`src/rtl/drdt_map.vh`:
```
`ifndef DRDT_MAP_VH
`define DRDT_MAP_VH

// Register byte offsets on the Avalon-MM slave, one 32-bit word each.
`define DRDT_OFS_CTRL     6'h00
`define DRDT_OFS_LOAD     6'h04
`define DRDT_OFS_RELOAD0  6'h08
`define DRDT_OFS_RELOAD1  6'h0c
`define DRDT_OFS_CNT0_LO  6'h10
`define DRDT_OFS_CNT0_HI  6'h14
`define DRDT_OFS_CNT1_LO  6'h18
`define DRDT_OFS_CNT1_HI  6'h1c
`define DRDT_OFS_FLAGS    6'h20

// Control register field positions.
`define DRDT_CTRL_RUN0    0
`define DRDT_CTRL_RUN1    1
`define DRDT_CTRL_EVMODE  2
`define DRDT_CTRL_EVPOL   3
`define DRDT_CTRL_NRF     4
`define DRDT_CTRL_SOURCE_CLK_SEL_T0  5
`define DRDT_CTRL_CKSEL1  6
`define DRDT_CTRL_PULSE_CHANNEL_SEL   7
`define DRDT_CTRL_PS0_LO  8
`define DRDT_CTRL_PS1_LO  10
`define DRDT_CTRL_WIDTH   12

// Reset values.
`define DRDT_CTRL_RST     12'h000
`define DRDT_RELOAD_RST   8'h00
`define DRDT_CNT_RST      8'h00

// Prescaler terminal counts for the division ratios 1, 4, 32 and 256.
`define DRDT_PS_LAST_1    8'h00
`define DRDT_PS_LAST_4    8'h03
`define DRDT_PS_LAST_32   8'h1f
`define DRDT_PS_LAST_256  8'hff

// Noise rejector timing: OSC1 rate, internal sample rate and ticks to pass.
`define DRDT_OSC1_HZ      32768
`define DRDT_NR_HZ        2048
`define DRDT_NR_DIV       (`DRDT_OSC1_HZ / `DRDT_NR_HZ)
`define DRDT_NR_TICKS     2'h2

`endif

```
`src/rtl/drdt_timer.v`:
```
`timescale 1ns/1ps
`include "drdt_map.vh"

// How it works
// Two timers, each an 8-bit down counter.
// Load bit copies reload register into counter.
// Run gates count clocks; stop keeps value.
// Low nibble read latches high nibble.
// Underflow reloads counter and keeps counting.
// Underflow drives flag, pulse output if selected, serial clock for timer 1 only.
// Event mode bit zero: timer 0 counts prescaler.
// Timer 1 counts prescaler clocks only.
// Event mode bit one: timer 0 counts pin edges.
// Event mode ignores prescaler and source selection.
// Polarity zero falling edge, one rising edge.
// Filter enable inserts noise rejector on input.
// Filtered change passes at second 2048 Hz fall.
// Source holds levels 0.98 ms; 0.48 ms rejected.
// Event mode otherwise behaves like timer mode.
// Prescaler divides by 1, 4, 32, 256.
// Source select zero OSC1, one OSC3.
// Underflow sets flag regardless of interrupt mask.
// Pulse output toggles on selected timer underflow.
// Load acts next edge; running continues from it.
module drdt_timer (
  input  wire        mclk,
  input  wire        sys_rst,
  input  wire [5:0]  avs_address,
  input  wire        avs_read,
  input  wire        avs_write,
  input  wire [31:0] avs_writedata,
  input  wire [3:0]  avs_byteenable,
  output reg  [31:0] avs_readdata,
  output wire        avs_waitrequest,
  input  wire        osc1_tick,
  input  wire        osc3_tick,
  input  wire        event_input_pin,
  output wire        underflow_flag_t0,
  output wire        underflow_flag_t1,
  output reg         underflow_pulse_out,
  output wire        pulse_output_pin,
  output reg         serial_clk_out,
  output reg         uf_strobe_t0,
  output reg         uf_strobe_t1
);

  localparam [31:0] NR_LAST_FULL = `DRDT_NR_DIV - 1;
  localparam [3:0]  NR_LAST      = NR_LAST_FULL[3:0];

  // Bus timing in short: every read or write costs exactly one wait cycle.
  // The first cycle of a request raises waitrequest; the edge that ends it
  // captures read data and the counter nibble hold.
  // The second cycle shows waitrequest low, and the edge that ends it commits
  // a write and fires any load strobe.
  // A master that drops a write early leaves no trace, because writes
  // act only at the completing edge; a dropped read still updates readdata and the hold.

  // Maps a two-bit division code onto the prescaler terminal count.
  function [7:0] ps_last;
    input [1:0] code;
    begin
      case (code)
        2'h0:    ps_last = `DRDT_PS_LAST_1;
        2'h1:    ps_last = `DRDT_PS_LAST_4;
        2'h2:    ps_last = `DRDT_PS_LAST_32;
        default: ps_last = `DRDT_PS_LAST_256;
      endcase
    end
  endfunction

  // Word select of the register offsets, used by read and write decode.
  function hit;
    input [5:0] addr;
    input [5:0] ofs;
    begin
      hit = (addr[5:2] == ofs[5:2]);
    end
  endfunction

  reg  [`DRDT_CTRL_WIDTH-1:0] ctrl_r;
  reg  [7:0]                  reload_value_t0;
  reg  [7:0]                  reload_value_t1;
  reg  [1:0]                  flag_r;
  reg  [7:0]                  hold_r;
  reg                         ack_r;
  reg  [3:0]                  nr_div_r;
  reg  [1:0]                  nr_cnt_r;
  reg                         nr_level_r;
  reg                         ev_src_prev_r;
  wire                        acc_go;
  wire                        wr_go;
  wire                        rd_go;
  wire                        nr_tick;
  wire                        ev_src;
  wire                        ev_edge;
  wire [1:0]                  load_strobe;
  wire [1:0]                  uf;
  wire [15:0]                 cnt_all;
  wire                        event_mode_sel;
  wire                        event_edge_polarity;
  wire                        noise_filter_en;
  wire                        pulse_channel_sel;

  assign event_mode_sel      = ctrl_r[`DRDT_CTRL_EVMODE];
  assign event_edge_polarity = ctrl_r[`DRDT_CTRL_EVPOL];
  assign noise_filter_en     = ctrl_r[`DRDT_CTRL_NRF];
  assign pulse_channel_sel   = ctrl_r[`DRDT_CTRL_PULSE_CHANNEL_SEL];

  // Every access waits one cycle, then completes at the edge with waitrequest low.
  // Reads are captured in the wait cycle, writes at the completing edge.
  assign acc_go          = (avs_read | avs_write) & ack_r;
  assign avs_waitrequest = (avs_read | avs_write) & ~ack_r;
  assign wr_go           = avs_write & ack_r;
  assign rd_go           = avs_read & ~ack_r; // Read is captured in its wait cycle.

  // Load strobes fire at the completing edge of a write to the load register.
  assign load_strobe[0] = wr_go & hit(avs_address, `DRDT_OFS_LOAD) &
                          avs_byteenable[0] & avs_writedata[0];
  assign load_strobe[1] = wr_go & hit(avs_address, `DRDT_OFS_LOAD) &
                          avs_byteenable[0] & avs_writedata[1];

  // Handshake state: one wait cycle per request, cleared when it completes.
  always @(posedge mclk) begin
    if (sys_rst) begin
      ack_r <= 1'b0;
    end else begin
      ack_r <= (avs_read | avs_write) & ~ack_r & ~acc_go;
    end
  end

  // Software writable registers take effect only at the completing edge.
  always @(posedge mclk) begin
    if (sys_rst) begin
      ctrl_r          <= `DRDT_CTRL_RST;
      reload_value_t0 <= `DRDT_RELOAD_RST;
      reload_value_t1 <= `DRDT_RELOAD_RST;
    end else if (wr_go) begin
      if (hit(avs_address, `DRDT_OFS_CTRL)) begin
        if (avs_byteenable[0]) begin
          ctrl_r[7:0] <= avs_writedata[7:0];
        end
        if (avs_byteenable[1]) begin
          ctrl_r[11:8] <= avs_writedata[11:8];
        end
      end
      if (hit(avs_address, `DRDT_OFS_RELOAD0) && avs_byteenable[0]) begin
        reload_value_t0 <= avs_writedata[7:0];
      end
      if (hit(avs_address, `DRDT_OFS_RELOAD1) && avs_byteenable[0]) begin
        reload_value_t1 <= avs_writedata[7:0];
      end
    end
  end

  // Underflow flags: hardware set beats a write-one clear in the same cycle.
  // A flag stays set until software writes one to it, so an underflow that
  // lands in the clearing cycle is never lost.
  always @(posedge mclk) begin
    if (sys_rst) begin
      flag_r <= 2'h0;
    end else begin
      if (wr_go && hit(avs_address, `DRDT_OFS_FLAGS) && avs_byteenable[0]) begin
        flag_r <= (flag_r & ~avs_writedata[1:0]) | uf;
      end else begin
        flag_r <= flag_r | uf;
      end
    end
  end

  assign underflow_flag_t0 = flag_r[0];
  assign underflow_flag_t1 = flag_r[1];

  // Reading a low nibble freezes that timer's high nibble for the next read.
  // The hold is taken at the same edge that captures the low nibble, so a
  // borrow between the two captures cannot split the pair.
  // Software must read the low nibble before the high one.
  always @(posedge mclk) begin
    if (sys_rst) begin
      hold_r <= 8'h00;
    end else if (rd_go) begin
      if (hit(avs_address, `DRDT_OFS_CNT0_LO)) begin
        hold_r[3:0] <= cnt_all[7:4];
      end
      if (hit(avs_address, `DRDT_OFS_CNT1_LO)) begin
        hold_r[7:4] <= cnt_all[15:12];
      end
    end
  end

  // Read data is registered in the wait cycle and stands at the completing edge.
  // Capturing here keeps readdata on flip-flops and lets it stand for the
  // whole completing cycle.
  always @(posedge mclk) begin
    if (sys_rst) begin
      avs_readdata <= 32'h0000_0000;
    end else if (rd_go) begin
      avs_readdata <= 32'h0000_0000;
      case (avs_address[5:2])
        `DRDT_OFS_CTRL >> 2:    avs_readdata[11:0] <= ctrl_r;
        `DRDT_OFS_RELOAD0 >> 2: avs_readdata[7:0]  <= reload_value_t0;
        `DRDT_OFS_RELOAD1 >> 2: avs_readdata[7:0]  <= reload_value_t1;
        `DRDT_OFS_CNT0_LO >> 2: avs_readdata[3:0]  <= cnt_all[3:0];
        `DRDT_OFS_CNT0_HI >> 2: avs_readdata[3:0]  <= hold_r[3:0];
        `DRDT_OFS_CNT1_LO >> 2: avs_readdata[3:0]  <= cnt_all[11:8];
        `DRDT_OFS_CNT1_HI >> 2: avs_readdata[3:0]  <= hold_r[7:4];
        `DRDT_OFS_FLAGS >> 2:   avs_readdata[1:0]  <= flag_r;
        default:                avs_readdata       <= 32'h0000_0000;
      endcase
    end
  end

  // The 2048 Hz sample tick is OSC1 divided by sixteen, one pulse per fall.
  always @(posedge mclk) begin
    if (sys_rst) begin
      nr_div_r <= 4'h0;
    end else if (osc1_tick) begin
      nr_div_r <= (nr_div_r == NR_LAST) ? 4'h0 : nr_div_r + 4'h1;
    end
  end

  assign nr_tick = osc1_tick & (nr_div_r == NR_LAST);

  // Noise rejector: a new level passes only after two sample ticks in a row.
  // The count restarts whenever the pin returns to the adopted level, so a
  // pulse shorter than one sample period never passes, while a level held
  // for two full periods always does.
  // The rejector runs even when disabled so its level is current when enabled.
  always @(posedge mclk) begin
    if (sys_rst) begin
      nr_level_r <= 1'b0;
      nr_cnt_r   <= 2'h0;
    end else if (event_input_pin == nr_level_r) begin
      nr_cnt_r <= 2'h0;
    end else if (nr_tick) begin
      if (nr_cnt_r + 2'h1 == `DRDT_NR_TICKS) begin
        nr_level_r <= event_input_pin;
        nr_cnt_r   <= 2'h0;
      end else begin
        nr_cnt_r <= nr_cnt_r + 2'h1;
      end
    end
  end

  // Edge detection on the raw or filtered event input.
  // The edge register resets to the idle low level of the pin, so no false
  // edge follows reset. Changing the filter while the pin and the
  // filtered level differ can produce one count; set it while stopped.
  assign ev_src = noise_filter_en ? nr_level_r : event_input_pin;
  always @(posedge mclk) begin
    if (sys_rst) begin
      ev_src_prev_r <= 1'b0;
    end else begin
      ev_src_prev_r <= ev_src;
    end
  end

  assign ev_edge = event_edge_polarity ? (ev_src & ~ev_src_prev_r)
                                       : (~ev_src & ev_src_prev_r);

  // One prescaler and down counter per timer.
  // Both channels share one structure; only timer 0 sees the event path.
  // A load and a count in the same cycle resolve in favour of the load, and
  // a counter clocked at zero reloads instead of wrapping to all ones.
  // The prescaler keeps its phase while stopped, so run and stop cost no ticks.
  genvar i;
  generate
    for (i = 0; i < 2; i = i + 1) begin : g_tmr
      reg  [7:0] ps_r;
      reg  [7:0] cnt_r;
      wire       run;
      wire       src_tick;
      wire       ps_tick;
      wire       cnt_tick;
      wire [7:0] reload;
      wire [1:0] ps_code;

      assign run     = ctrl_r[`DRDT_CTRL_RUN0 + i];
      assign ps_code = ctrl_r[`DRDT_CTRL_PS0_LO + 2*i +: 2];
      assign reload  = (i == 0) ? reload_value_t0 : reload_value_t1;
      assign src_tick = ctrl_r[`DRDT_CTRL_SOURCE_CLK_SEL_T0 + i] ? osc3_tick : osc1_tick;

      // Prescaler divides the selected source while the timer runs.
      always @(posedge mclk) begin
        if (sys_rst) begin
          ps_r <= 8'h00;
        end else if (!run) begin
          ps_r <= ps_r;
        end else if (src_tick) begin
          ps_r <= (ps_r >= ps_last(ps_code)) ? 8'h00 : ps_r + 8'h01;
        end
      end

      assign ps_tick = run & src_tick & (ps_r >= ps_last(ps_code));

      // Timer 1 has no event path; timer 0 chooses by mode bit.
      if (i == 0) begin : g_src
        assign cnt_tick = event_mode_sel ? (run & ev_edge)
                                         : ps_tick;
      end else begin : g_src
        assign cnt_tick = ps_tick;
      end

      // Down counter: load wins, else count, reload when clocked at zero.
      always @(posedge mclk) begin
        if (sys_rst) begin
          cnt_r <= `DRDT_CNT_RST;
        end else if (load_strobe[i]) begin
          cnt_r <= reload;
        end else if (cnt_tick) begin
          cnt_r <= (cnt_r == 8'h00) ? reload : cnt_r - 8'h01;
        end
      end

      assign uf[i] = cnt_tick & ~load_strobe[i] & (cnt_r == 8'h00);
      assign cnt_all[8*i +: 8] = cnt_r;
    end
  endgenerate

  // Underflow strobes, halved pulse output and the serial clock.
  // The strobes are registered so that they line up with the flags, which
  // are set at the same edge. The serial clock and pulse output run at half
  // the underflow rate of their timer.
  always @(posedge mclk) begin
    if (sys_rst) begin
      uf_strobe_t0        <= 1'b0;
      uf_strobe_t1        <= 1'b0;
      underflow_pulse_out <= 1'b0;
      serial_clk_out      <= 1'b0;
    end else begin
      uf_strobe_t0 <= uf[0];
      uf_strobe_t1 <= uf[1];
      if (uf[pulse_channel_sel]) begin
        underflow_pulse_out <= ~underflow_pulse_out;
      end
      if (uf[1]) begin
        serial_clk_out <= ~serial_clk_out;
      end
    end
  end

  assign pulse_output_pin = underflow_pulse_out;

endmodule

```
`config.mk`:
```
export PLATFORM = sky130hd
export DESIGN_NAME = drdt_timer
export DESIGN_NICKNAME = d
export VERILOG_FILES = /design/src/rtl/drdt_timer.v
export VERILOG_INCLUDE_DIRS = /design/src /design/src/rtl
export SDC_FILE = /design/constraint.sdc
export NUM_CORES = 1
export LEC_CHECK = 0
export BUFFER_PORTS_ARGS = -buffer_cell sky130_fd_sc_hd__buf_4
export CAP_MARGIN = 20
export CORE_UTILIZATION = 50
export DETAILED_ROUTE_END_ITERATION = 7
export GPL_ROUTABILITY_DRIVEN = 0
export PLACE_DENSITY = 0.72
export RECOVER_POWER = 25
export SLEW_MARGIN = 25
export SYNTH_ARGS = -nofsm -noshare
export SYNTH_HDL_FRONTEND = slang
export SYNTH_SLANG_ARGS = --single-unit
```
`constraint.sdc`:
```
create_clock -name mclk -period 3.6 [get_ports mclk]
set_input_delay 0.54 -clock mclk [delete_from_list [all_inputs] [get_ports mclk]]
set_output_delay 0.54 -clock mclk [all_outputs]
set_load 0.01 [all_outputs]
```
== Yosys cells after proc, flatten, opt, wreduce, memory -nomap -nowiden ==
Index checks and enable logic that the tools add are counted.
Storage, ports and cells
  bits of input ports: 49
  output and inout bits: 40
  flip-flop bits (word level): 95
Operators by class
  bitwise logic cells: 35
  muxes and demuxes: 30
  reduce and logical (&&, ||, !) cells: 21
  $add $sub $neg: 6
  $lt $le $gt $ge: 5
  equal/unequal tests: 15
Operators with widths (number)
  8-bit two-way mux: 14
  8-bit case mux with 3 select lines: 2
  8-bit >= comparator: 4
  1-bit bitwise AND: 21
  8-bit by 1-bit adder with 8-bit output, second input constant: 2
  4-bit by 3-bit == test with 1-bit output, second input constant: 4
  8-bit logical NOT: 2
  2-bit case mux with 8 select lines: 1
  8-bit by 1-bit subtractor with 8-bit output, second input constant: 2
  2-bit case mux with 7 select lines: 1
  4-bit case mux with 3 select lines: 1
  2-bit AND reduction: 6
  1-bit NOT: 9
  3-bit AND reduction: 3
  4-bit by 2-bit == test with 1-bit output, second input constant: 2
  4-bit == test, second input constant: 2
  4-bit two-way mux: 2
  1-bit two-way mux: 7
  2-bit == test, second input constant: 3
  4-bit by 1-bit adder with 4-bit output, second input constant: 1
  2-bit by 1-bit == test with 1-bit output, second input constant: 2
  4-bit by 1-bit == test with 1-bit output, second input constant: 1
  1-bit logical AND: 4
  2-bit logical NOT: 2
  other kinds (11): 14

== Logic depth before layout (Yosys ltp) ==
Gate-level depths: netlist of run 1.
  word-level depth: 10
  depth in mapped cells: 10
  mapped depth without buffers: 8

== Least setup slack after synthesis of run 1 ==
OpenSTA, ideal clock, no wires.
  path kind: register to register
  start: register ctrl_r[8]
  end: register underflow_pulse_out, in the netlist pulse_output_pin
  arrival: 2229 ps
  buffers on the path: 1
  setup slack: 1250 ps
  setup time: 121 ps
  cell stages (with the launch flop): 10
  cell sequence: dfxtp_1 > or2_2 > ha_1 > nand2b_4 > a2111oi_4 > nor4_2 > or2_1 > buf_6 > a2bb2oi_2 > mux2_4
Between the ends
  longest elaborated chain between the ends: 9
RTL lines
  start, declared: RTL line drdt_timer.v:80  | reg [`DRDT_CTRL_WIDTH-1:0] ctrl_r;
  start signal, assigned: RTL line drdt_timer.v:134  | ctrl_r <= `DRDT_CTRL_RST;
  start signal, assigned: RTL line drdt_timer.v:143  | ctrl_r[11:8] <= avs_writedata[11:8];
  2-bit == test (tied with other cells): RTL line drdt_timer.v:62  | case (code)
  8-bit case mux with 3 select lines *: RTL line drdt_timer.v:62
  8-bit >= comparator *: RTL line drdt_timer.v:293  | assign ps_tick = run & src_tick & (ps_r >= ps_last(ps_code));
  1-bit bitwise AND *: RTL line drdt_timer.v:293
  1-bit two-way mux *: RTL line drdt_timer.v:297  | assign cnt_tick = event_mode_sel ? (run & ev_edge)
  1-bit bitwise AND * (2 in a row): RTL line drdt_timer.v:314  | assign uf[i] = cnt_tick & ~load_strobe[i] & (cnt_r == 8'h00);
  1-bit two-way mux (not written as such) * (2 in a row): RTL line drdt_timer.v:332  | if (uf[pulse_channel_sel]) begin
  end signal, assigned: RTL line drdt_timer.v:333  | underflow_pulse_out <= ~underflow_pulse_out;
  end, declared: RTL line drdt_timer.v:40  | output reg underflow_pulse_out,
Mark *: on every way between the ends. The rest lies on a longest branch, timed or not. The select of a mux whose other input is x is not followed.
A chain may end at the register's enable or synchronous reset.

==> results_dict.tcl, run 1 <==
set metrics [dict create \
    wl_per_cell_um 16.3 \
    drt_iter0_markers 384 \
    path_max_fanout 78 \
    layout_setup_ws_ns 0.912 \
    ys_types 68 \
    drive_above_1_share_pct 11.3 \
    hold_class "input port to flip-flop" \
    cts_htree_levels 3 \
    grt_use_total_pct 23.2 \
    via_count 4458 \
    powerDensity_mw_per_mm2 340 \
    fin_crit_ns 2.69 \
    routed_wl_mm 12.6 \
    p_clk_share_pct 38.4 \
    cts_tree "yes" \
    hold_viol 0 \
    cp_data_required_time_ns 3.84 \
    synth_top_area_cell "dfxtp_1" \
    finalClockSkew_ns 0.0142 \
    comb_power_share_pct 6.3 \
    hpwl_mm 9.10 \
    grt_pass1_vias 4178 \
    cts_buffer_depth 2 \
    crit_type "input port to flip-flop" \
    p_leak_nw 2.14 \
    ys_ff_latch 95 \
    areaGrowthSynthToFinish_pct 7.76 \
    ff2ff_setup_slack_ns 0.97 \
    grt_pass1_wl_mm 20.3 \
    synth.area.top_cells "dfxtp_1 (36%), mux2i_1 (7.1%), nor2_1 (6.1%), ha_1 (4.8%), nand3_1 (3.5%)" \
    relSlewSlack_pct -7.57 \
    crit_path_end_kind "flip-flop" \
    post-route-drc-count 0 \
    post_cts_buffers 0 \
    fin_tns_setup_ns 0 \
    coreArea_mm2 0.00995 \
    violations "max-capacitance violations, max-slew violations" \
    drt-vias-per-instance 5.77 \
    p_sw_share_pct 24.1 \
    gr-total-overflow 0 \
    maxSlewViolCount 79 \
    finalSetupViolCount 0 \
    cts_inserted_buffers 9 \
    dieWidth_um 104 \
    status "complete, but fails checks" \
    synth_cells 611 \
    cp.arrival_ns 2.93 \
    seq_power_share_pct 55.3 \
    start_util_pct 52.5 \
    core.rowCount 36 \
    ios 89 \
    yosys_warnings 0 \
    synth-seq-area-share_pct 36.4 \
    post_cts_resized 0 \
    post-place-ws_ns 0.950 \
    critPathLaunchType "input port" \
    max_cap_violations 1 \
    tightest_slew_ns 1.61 \
    io_buffer_count 44 \
    ir_worst_vdd_v 0.000247 \
    dr.pass1.iters 5 \
    synth_top_cell_area_share_pct 36.4 \
    postCtsHoldBufs 0 \
    post_synth.cell_area_avg_um2 8.55 \
    internal_power_w 0.00145 \
    syn-cell-area_mm2 0.00522 \
    dieArea_mm2 0.0109 \
    post-route-period-util_pct 74.7 \
    antenna_found_initial 0 \
    synthArstFlopShare_pct 0 \
    cts.reportedPaths.clkPinSlew_ns 0.09 \
    ant_nets 0 \
    diodes 0 \
    cts_sinks 95 \
    synth_edf_count 0 \
    grt_max_degree 79 \
    cts-root-buf "clkbuf_8" \
    synth-main-ff-cell "dfxtp_1" \
    die_h_um 104 \
    fmax_ghz 0.372 \
    p_sw_w 0.000462 \
    nNetsFinal 704 \
    clk_latency_ns 0.37 \
    rsz0062_at_grt "false" \
]
-- synthesized netlist by cell type, drive strengths merged (4+ instances only) --
| master | number |
|---|---|
| nor2b | 9 |
| o21ai | 23 |
| nand2b | 7 |
| a31oi | 7 |
| a21oi | 36 |
| or2 | 4 |
| and3 | 10 |
| and2 | 5 |
| or3 | 5 |
| inv | 16 |
| ha | 20 |
| clkbuf | 15 |
| a22oi | 11 |
| nand2 | 48 |
| o211ai | 6 |
| xor2 | 10 |
| mux2 | 11 |
| nand4 | 11 |
| nor2 | 85 |
| nand3 | 37 |
| a41oi | 4 |
| mux2i | 37 |
| buf | 36 |
| xnor2 | 9 |
| nor3 | 12 |
| dfxtp | 95 |
-- worst max-delay path, stage by stage --
cell	delay (ns)
clkbuf_2	1.12
inv_1	0.58
o21ai_1	0.50
nor2_1	0.11
-- state kept, by name (all words and copies together), names as in the netlist --
signal and flops:
g_tmr.cnt_r 16, uf_strobe_t0 1, ev_src_prev_r 1, g_tmr.reload 16, g_tmr.ps_r 16, ack_r 1, flag_r 2, serial_clk_out 1
pulse_output_pin 1, uf_strobe_t1 1, ctrl_r 12, nr_cnt_r 2, avs_readdata 12, nr_level_r 1, nr_div_r 4, hold_r 8
-- cell usage in the layout (no fill, tap or decap), drive strengths merged, types with 3 or more instances in the layout --
cell     n
xnor2    9
nor4     3
a41oi    4
nor2    85
nand2b   7
a22o     3
a31oi    7
nand4   11
o31ai    3
nand2   48
or4      3
xor2    10
o32ai    3
nor3    12
and3    10
or3      5
and4     3
ha      20
o21a     3
dfxtp   95
o211ai   6
nor2b    9
nand3   37
inv     17
o21ai   23
clkbuf  32
conb    20
mux2    11
a22oi   11
mux2i   37
and2     5
or2      4
buf     25
a21oi   36
-- stage by stage --
step	util, %	area (um2)	instances	power [W]	hold slack, ns
final	56.5	5630	773	0.00192	0.408
after global routing	56.5	5630	773	0.00198	0.417
after CTS	57.3	5700	773	0.00193	0.400
after detailed placement	55.2	5500	757	0.00120	0.446
after global placement	55.2	5500	757	0.00120	0.442
after floorplan	-	5300	630	0.00118	0.443
-- cells by family after synthesis --
| kind of cell | after synthesis | synth area share (%) |
|---|---|---|
| compound gates | 111 | 14.7 |
| buf+inv | 67 | 6.95 |
| fa+ha+maj | 20 | 4.79 |
| other cells | 1 | 0.0718 |
| xor+xnor | 19 | 3.19 |
| simple gates | 249 | 24.0 |
| flops | 95 | 36.4 |
| mux | 49 | 9.96 |
-- power groups by stage --
stage	Combinational [W]	Sequential [W]	Clock, W
6_report	0.000121	0.00106	0.000735
5_1_grt	0.000129	0.00106	0.000790
4_1_cts	0.000119	0.00106	0.000749
3_5_place_dp	0.000118	0.00108	0
3_3_place_gp	0.000116	0.00108	0
2_1_floorplan	0.0000915	0.00108	0
-- path summary, 6_finish.rpt --
| check | start | end | depth (start not counted) |
|---|---|---|---|
| worst max register to register | ctrl_r[8] | pulse_output_pin | 8 |
| worst max-delay path | sys_rst | g_tmr[0].ps_r[2] | 4 |
| worst min-delay path | avs_writedata[8] | ctrl_r[8] | 3 |
| worst min register to register | avs_readdata[10] | avs_readdata[10] | 2 |
-- cell type report --
type	instances	area, um2
fill	907	4330
multi-input combinational	468	3030
sequential	95	1900
timing repair buffer	45	264
tap	133	166
clock buffer	12	155
inverter	16	60.1
clock inverter	4	51.3
-- layer usage --
metal	up-vias	wire, um	track usage, %	part of all wire, %
met5	-	0	0	0
met4	0	162	6.94	1.3
met1	2129	5720	30.9	45
met2	129	6070	38.3	48
li1	2179	-	-	-
met3	21	620	4.20	4.9
No activity file was read; power rests on OpenSTA's default activity.
==> run 2, diff against run 1 <==
==> constraint.sdc (replaced) <==
create_clock -name mclk -period 2.8 [get_ports mclk]
set_input_delay 0.42 -clock mclk [delete_from_list [all_inputs] [get_ports mclk]]
set_output_delay 0.42 -clock mclk [all_outputs]
set_load 0.01 [all_outputs]
==> run 2 against run 1 <==
- the flow now finishes without violations
- count of clock-buffer cells in the layout down 3
- via count rose by 1.6%
- first-iteration DRC count decreased by 14%
- critical path depth increased by 4
- register-to-register slack got worse by 0.70 ns
- largest cell class unchanged
- clock power grew 56%
- wire length increased by 1.6%
- non-clock buffer count up 8
==> results_dict.tcl, run 2 (synthesized netlist as in run 1, its figures left out) <==
set metrics [dict create \
    status "complete, no violations" \
    finalInstanceArea_mm2 0.00576 \
    post-route-period-util_pct 90.5 \
    via_count 4529 \
    multi_input_area_mm2 0.00303 \
    nNetsFinal 712 \
    drt-vias-per-instance 5.81 \
    placed_cell_area_mm2 0.00556 \
    tightest_slew_ns 1.14 \
    cpMaxStageDelayCell "o31ai_4" \
    hpwl_mm 9.35 \
    dr.pass1.iters 6 \
    nFillCells 886 \
    areaGrowthSynthToFinish_pct 10.2 \
    cts.reportedPaths.clkPinSlew_ns 0.09 \
    gr-total-overflow 0 \
    drt_iter0_markers 329 \
    grt_use_total_pct 24.2 \
    max_cap_violations 0 \
    antenna_found_initial 0 \
    core.rowCount 36 \
    crit_family "compound AO/OA/AOI/OAI gates" \
    cts_inserted_buffers 9 \
    hold_class "input port to flip-flop" \
    fin_crit_ns 2.53 \
    final_common_cell "dfxtp_1" \
    finalClockSkew_ns 0.00934 \
    relSlewSlack_pct 24.0 \
    cp_data_required_time_ns 3.07 \
    crit_path_end_kind "flip-flop" \
    cts-root-buf "clkbuf_8" \
    rsz0062_at_grt "false" \
    layout_common_cells "dfxtp_1 (95), nor2_1 (85), nand2_1 (47)" \
    cts_sinks 95 \
    fmax_ghz 0.394 \
    clk_latency_ns 0.37 \
    post_cts_resized 0 \
    cts_tree "yes" \
    cts_htree_levels 3 \
    coreArea_mm2 0.00995 \
    post-route-drc-count 0 \
    grt_pass1_vias 4185 \
    drive_above_1_share_pct 13.0 \
    p_leak_nw 2.22 \
    diodes 0 \
    seqCellArea_mm2 0.00190 \
    grt_max_degree 56 \
    finalSetupViolCount 0 \
    grt_pass1_wl_mm 21.0 \
    hold_viol 0 \
    dieArea_mm2 0.0109 \
    dieWidth_um 104 \
    wl_per_cell_um 16.4 \
    routed_wl_mm 12.8 \
    critPathLaunchType "flip-flop" \
    die_h_um 104 \
    max_stage_delay_ns 0.47 \
    io_buffer_count 44 \
    crit_type "flip-flop to flip-flop" \
    path_cells "or2_2 -> ha_1 -> nand2b_1 -> a221oi_2 -> o31ai_4 -> nand4_2 -> a2bb2oi_2 -> mux2_4" \
    ir_worst_vdd_v 0.000524 \
    start_util_pct 52.5 \
    ios 89 \
    post_cts_buffers 0 \
    post-place-ws_ns 0.326 \
    fin_tns_setup_ns 0 \
    path_max_fanout 10 \
    maxSlewViolCount 0 \
    cp.buffers_inverters 0 \
    postCtsHoldBufs 0 \
    layout_setup_ws_ns 0.265 \
    ant_nets 0 \
    cp.arrival_ns 2.80 \
    powerDensity_mw_per_mm2 465 \
    cts_buffer_depth 2 \
]
run 2: layout make-up:
type,instances,area share (%)
Inverter,16,1.04
Sequential cell,95,33.0
Multi-Input combinational cell,468,52.7
Timing Repair Buffer,53,5.89
Tap cell,133,2.89
Clock buffer,9,2.15
Clock inverter,6,2.33
run 2: power by group:
part	internal (W)	leakage, nW	switching, W
Sequential	0.00136	0.766	0.00000664
Combinational	0.0000532	1.33	0.000106
Clock	0.000678	0.129	0.000476
run 2: worst paths after layout:
| check | start | endpoint | slack (ns) | cells after the start |
|---|---|---|---|---|
| min | avs_writedata[11] | ctrl_r[11] | 0.29 | 3 |
| max | ctrl_r[10] | pulse_output_pin | 0.27 | 8 |
| max reg2reg | ctrl_r[10] | pulse_output_pin | 0.27 | 8 |
| min reg2reg | avs_readdata[8] | avs_readdata[8] | 0.46 | 2 |
run 2: through the flow:
| stage | hold WS [ns] | util [%] | std cells | power (W) |
|---|---|---|---|---|
| 6_report | 0.287 | 57.8 | 780 | 0.00268 |
| 4_1_cts | 0.276 | 58.4 | 780 | 0.00270 |
| 2_1_floorplan | 0.443 | - | 630 | 0.00151 |
| 3_3_place_gp | 0.442 | 55.8 | 765 | 0.00155 |
| 3_5_place_dp | 0.450 | 55.8 | 765 | 0.00155 |
| 5_1_grt | 0.271 | 57.8 | 780 | 0.00278 |
run 2: layer usage:
layer	global-route usage [%]	up-vias	share of wire, %
li1	-	2193	-
met1	31.6	2167	43
met2	40.1	156	49
met3	5.70	13	6.3
met4	5.82	0	1.2
met5	0	-	0
run 2: worst reg2reg max path, delay by kind of cell, from the launching register on:
family          cells  cell delay (ns)
compound gates      3             0.78
simple gates        3             0.74
flops               1             0.36
mux                 1             0.30
fa+ha+maj           1             0.27
==> run 3, diff against run 2 <==
--- a/config.mk
+++ b/config.mk
@@ -6,12 +6,12 @@
 export SDC_FILE = /design/constraint.sdc
 export NUM_CORES = 1
 export LEC_CHECK = 0
-export BUFFER_PORTS_ARGS = -buffer_cell sky130_fd_sc_hd__buf_4
 export CAP_MARGIN = 20
-export CORE_UTILIZATION = 50
+export CORE_UTILIZATION = 52
 export DETAILED_ROUTE_END_ITERATION = 7
+export DONT_BUFFER_PORTS = 1
 export GPL_ROUTABILITY_DRIVEN = 0
-export PLACE_DENSITY = 0.72
+export PLACE_DENSITY = 0.67
 export RECOVER_POWER = 25
 export SLEW_MARGIN = 25
 export SYNTH_ARGS = -nofsm -noshare
==> run 3 against run 2 <==
- count of clock-buffer cells in the layout up 4
- critical endpoint unchanged
- first-iteration DRC count down 8.8%
- register-to-register slack worse by 0.06 ns
- sequential share of layout area up 1.9 points
- total power down 7.8%
- flip-flop and latch count unchanged
==> results_dict.tcl, run 3 (synthesized netlist as in run 1, its figures left out) <==
set metrics [dict create \
    dieWidth_um 102 \
    tightest_slew_ns 0.603 \
    cts_buffer_depth 2 \
    comb_power_share_pct 3.5 \
    status "complete, no violations" \
    critPathLaunchType "flip-flop" \
    drt_iter0_markers 300 \
    start_util_pct 53.4 \
    cts_sinks 95 \
    drive_above_1_share_pct 8.62 \
    post-route-drc-count 0 \
    p_sw_w 0.000528 \
    fin_tns_setup_ns 0 \
    core.rowCount 36 \
    wl_per_cell_um 16.6 \
    path_max_fanout 10 \
    layout_common_cells "dfxtp_1 (95), nor2_1 (85), nand2_1 (47)" \
    clk_latency_ns 0.36 \
    fmax_ghz 0.386 \
    post-place-ws_ns 0.210 \
    cts_htree_levels 3 \
    ir_worst_vdd_v 0.000356 \
    maxSlewViolCount 0 \
    p_leak_nw 2.04 \
    rsz0062_at_grt "false" \
    grt_max_degree 79 \
    ant_nets 0 \
    hold_class "input port to flip-flop" \
    gr-total-overflow 0 \
    finalClockSkew_ns 0.00742 \
    grt_pass1_vias 3889 \
    path_cells "or2_2 -> ha_1 -> nand2b_4 -> a2111oi_4 -> nor4_2 -> or2_1 -> a2bb2oi_2 -> mux2_4" \
    grt_use_total_pct 24.1 \
    postCtsHoldBufs 0 \
    cts_inserted_buffers 9 \
    io_buffer_count 0 \
    hold_viol 0 \
    p_clk_share_pct 41.2 \
    cts_tree "yes" \
    post_cts_resized 0 \
    final_common_cell "dfxtp_1" \
    hpwl_mm 8.89 \
    dieArea_mm2 0.0105 \
    max_stage_delay_ns 0.39 \
    nNetsFinal 667 \
    powerDensity_mw_per_mm2 453 \
    crit_family "simple AND/OR/NAND/NOR gates" \
    antenna_found_initial 0 \
    p_sw_share_pct 21.4 \
    post-route-period-util_pct 92.6 \
    max_cap_violations 0 \
    relSlewSlack_pct 59.5 \
    internal_power_w 0.00194 \
    fin_crit_ns 2.59 \
    cp_data_required_time_ns 3.06 \
    finalSetupViolCount 0 \
    layout_setup_ws_ns 0.208 \
    cts.reportedPaths.clkPinSlew_ns 0.09 \
    cts-root-buf "clkbuf_8" \
    crit_path_end_kind "flip-flop" \
    cp.buffers_inverters 0 \
    cpMaxStageDelayCell "a2111oi_4" \
    grt_pass1_wl_mm 19.5 \
    ios 89 \
    areaGrowthSynthToFinish_pct 4.12 \
    drt-vias-per-instance 5.80 \
    coreArea_mm2 0.00977 \
    nFillCells 925 \
    post_cts_buffers 0 \
    seq_power_share_pct 55.3 \
    routed_wl_mm 12.2 \
    diodes 0 \
    via_count 4271 \
    cp.arrival_ns 2.85 \
    die_h_um 102 \
    crit_type "flip-flop to flip-flop" \
    dr.pass1.iters 5 \
]
==> run 3: path summary, 6_finish.rpt <==
check | cells after the start | endpoint | from | slack [ns]
setup reg to reg | 8 | pulse_output_pin | ctrl_r[9] | 0.21
hold / removal | 1 | serial_clk_out | sys_rst | 0.12
setup / recovery | 8 | pulse_output_pin | ctrl_r[9] | 0.21
hold reg to reg | 1 | nr_cnt_r[1] | nr_cnt_r[1] | 0.49
==> run 3: worst register-to-register path: stages, from the launching register on <==
cell	delay (ns)
dfxtp_1	0.35
or2_2	0.30
ha_1	0.28
nand2b_4	0.15
a2111oi_4	0.39
nor4_2	0.12
or2_1	0.37
a2bb2oi_2	0.23
mux2_4	0.31
==> run 3: layout make-up <==
| class | count | area, um2 | share of cell area (%) |
|---|---|---|---|
| inverters | 16 | 60.1 | 1.10 |
| well taps | 133 | 166 | 3.06 |
| multi-input cells | 468 | 3030 | 55.7 |
| flip-flops and latches | 95 | 1900 | 35.0 |
| clock buffers | 13 | 159 | 2.92 |
| repair buffers | 8 | 56.3 | 1.04 |
| clock inverters | 3 | 65.1 | 1.20 |
==> run 3: layer usage <==
metal / part of all wire [%] / GRT usage [%]
met1: 46 / 31.3
met2: 47 / 39.9
met3: 5.6 / 5.27
met4: 1.9 / 7.25
met5: 0 / 0
==> run 3: through the flow <==
step                      power (W)  instance area (um2)  util (%)  std cells  hold slack, ns
final                       0.00247                 5440      55.6        736           0.123
after global routing        0.00255                 5440      55.6        736           0.103
after detailed placement    0.00148                 5220      53.4        720           0.478
after global placement      0.00148                 5220      53.4        720           0.462
after CTS                   0.00248                 5440      55.7        736           0.116
after floorplan             0.00151                 5300         -        630           0.443
==> run 3: power by group through the flow <==
stage / clock [W] / sequential (W) / combinational, W
3_3_place_gp: 0 / 0.00139 / 0.0000838
5_1_grt: 0.00108 / 0.00137 / 0.0000971
4_1_cts: 0.00103 / 0.00136 / 0.0000864
2_1_floorplan: 0 / 0.00139 / 0.000118
6_report: 0.00102 / 0.00136 / 0.0000859
3_5_place_dp: 0 / 0.00140 / 0.0000860
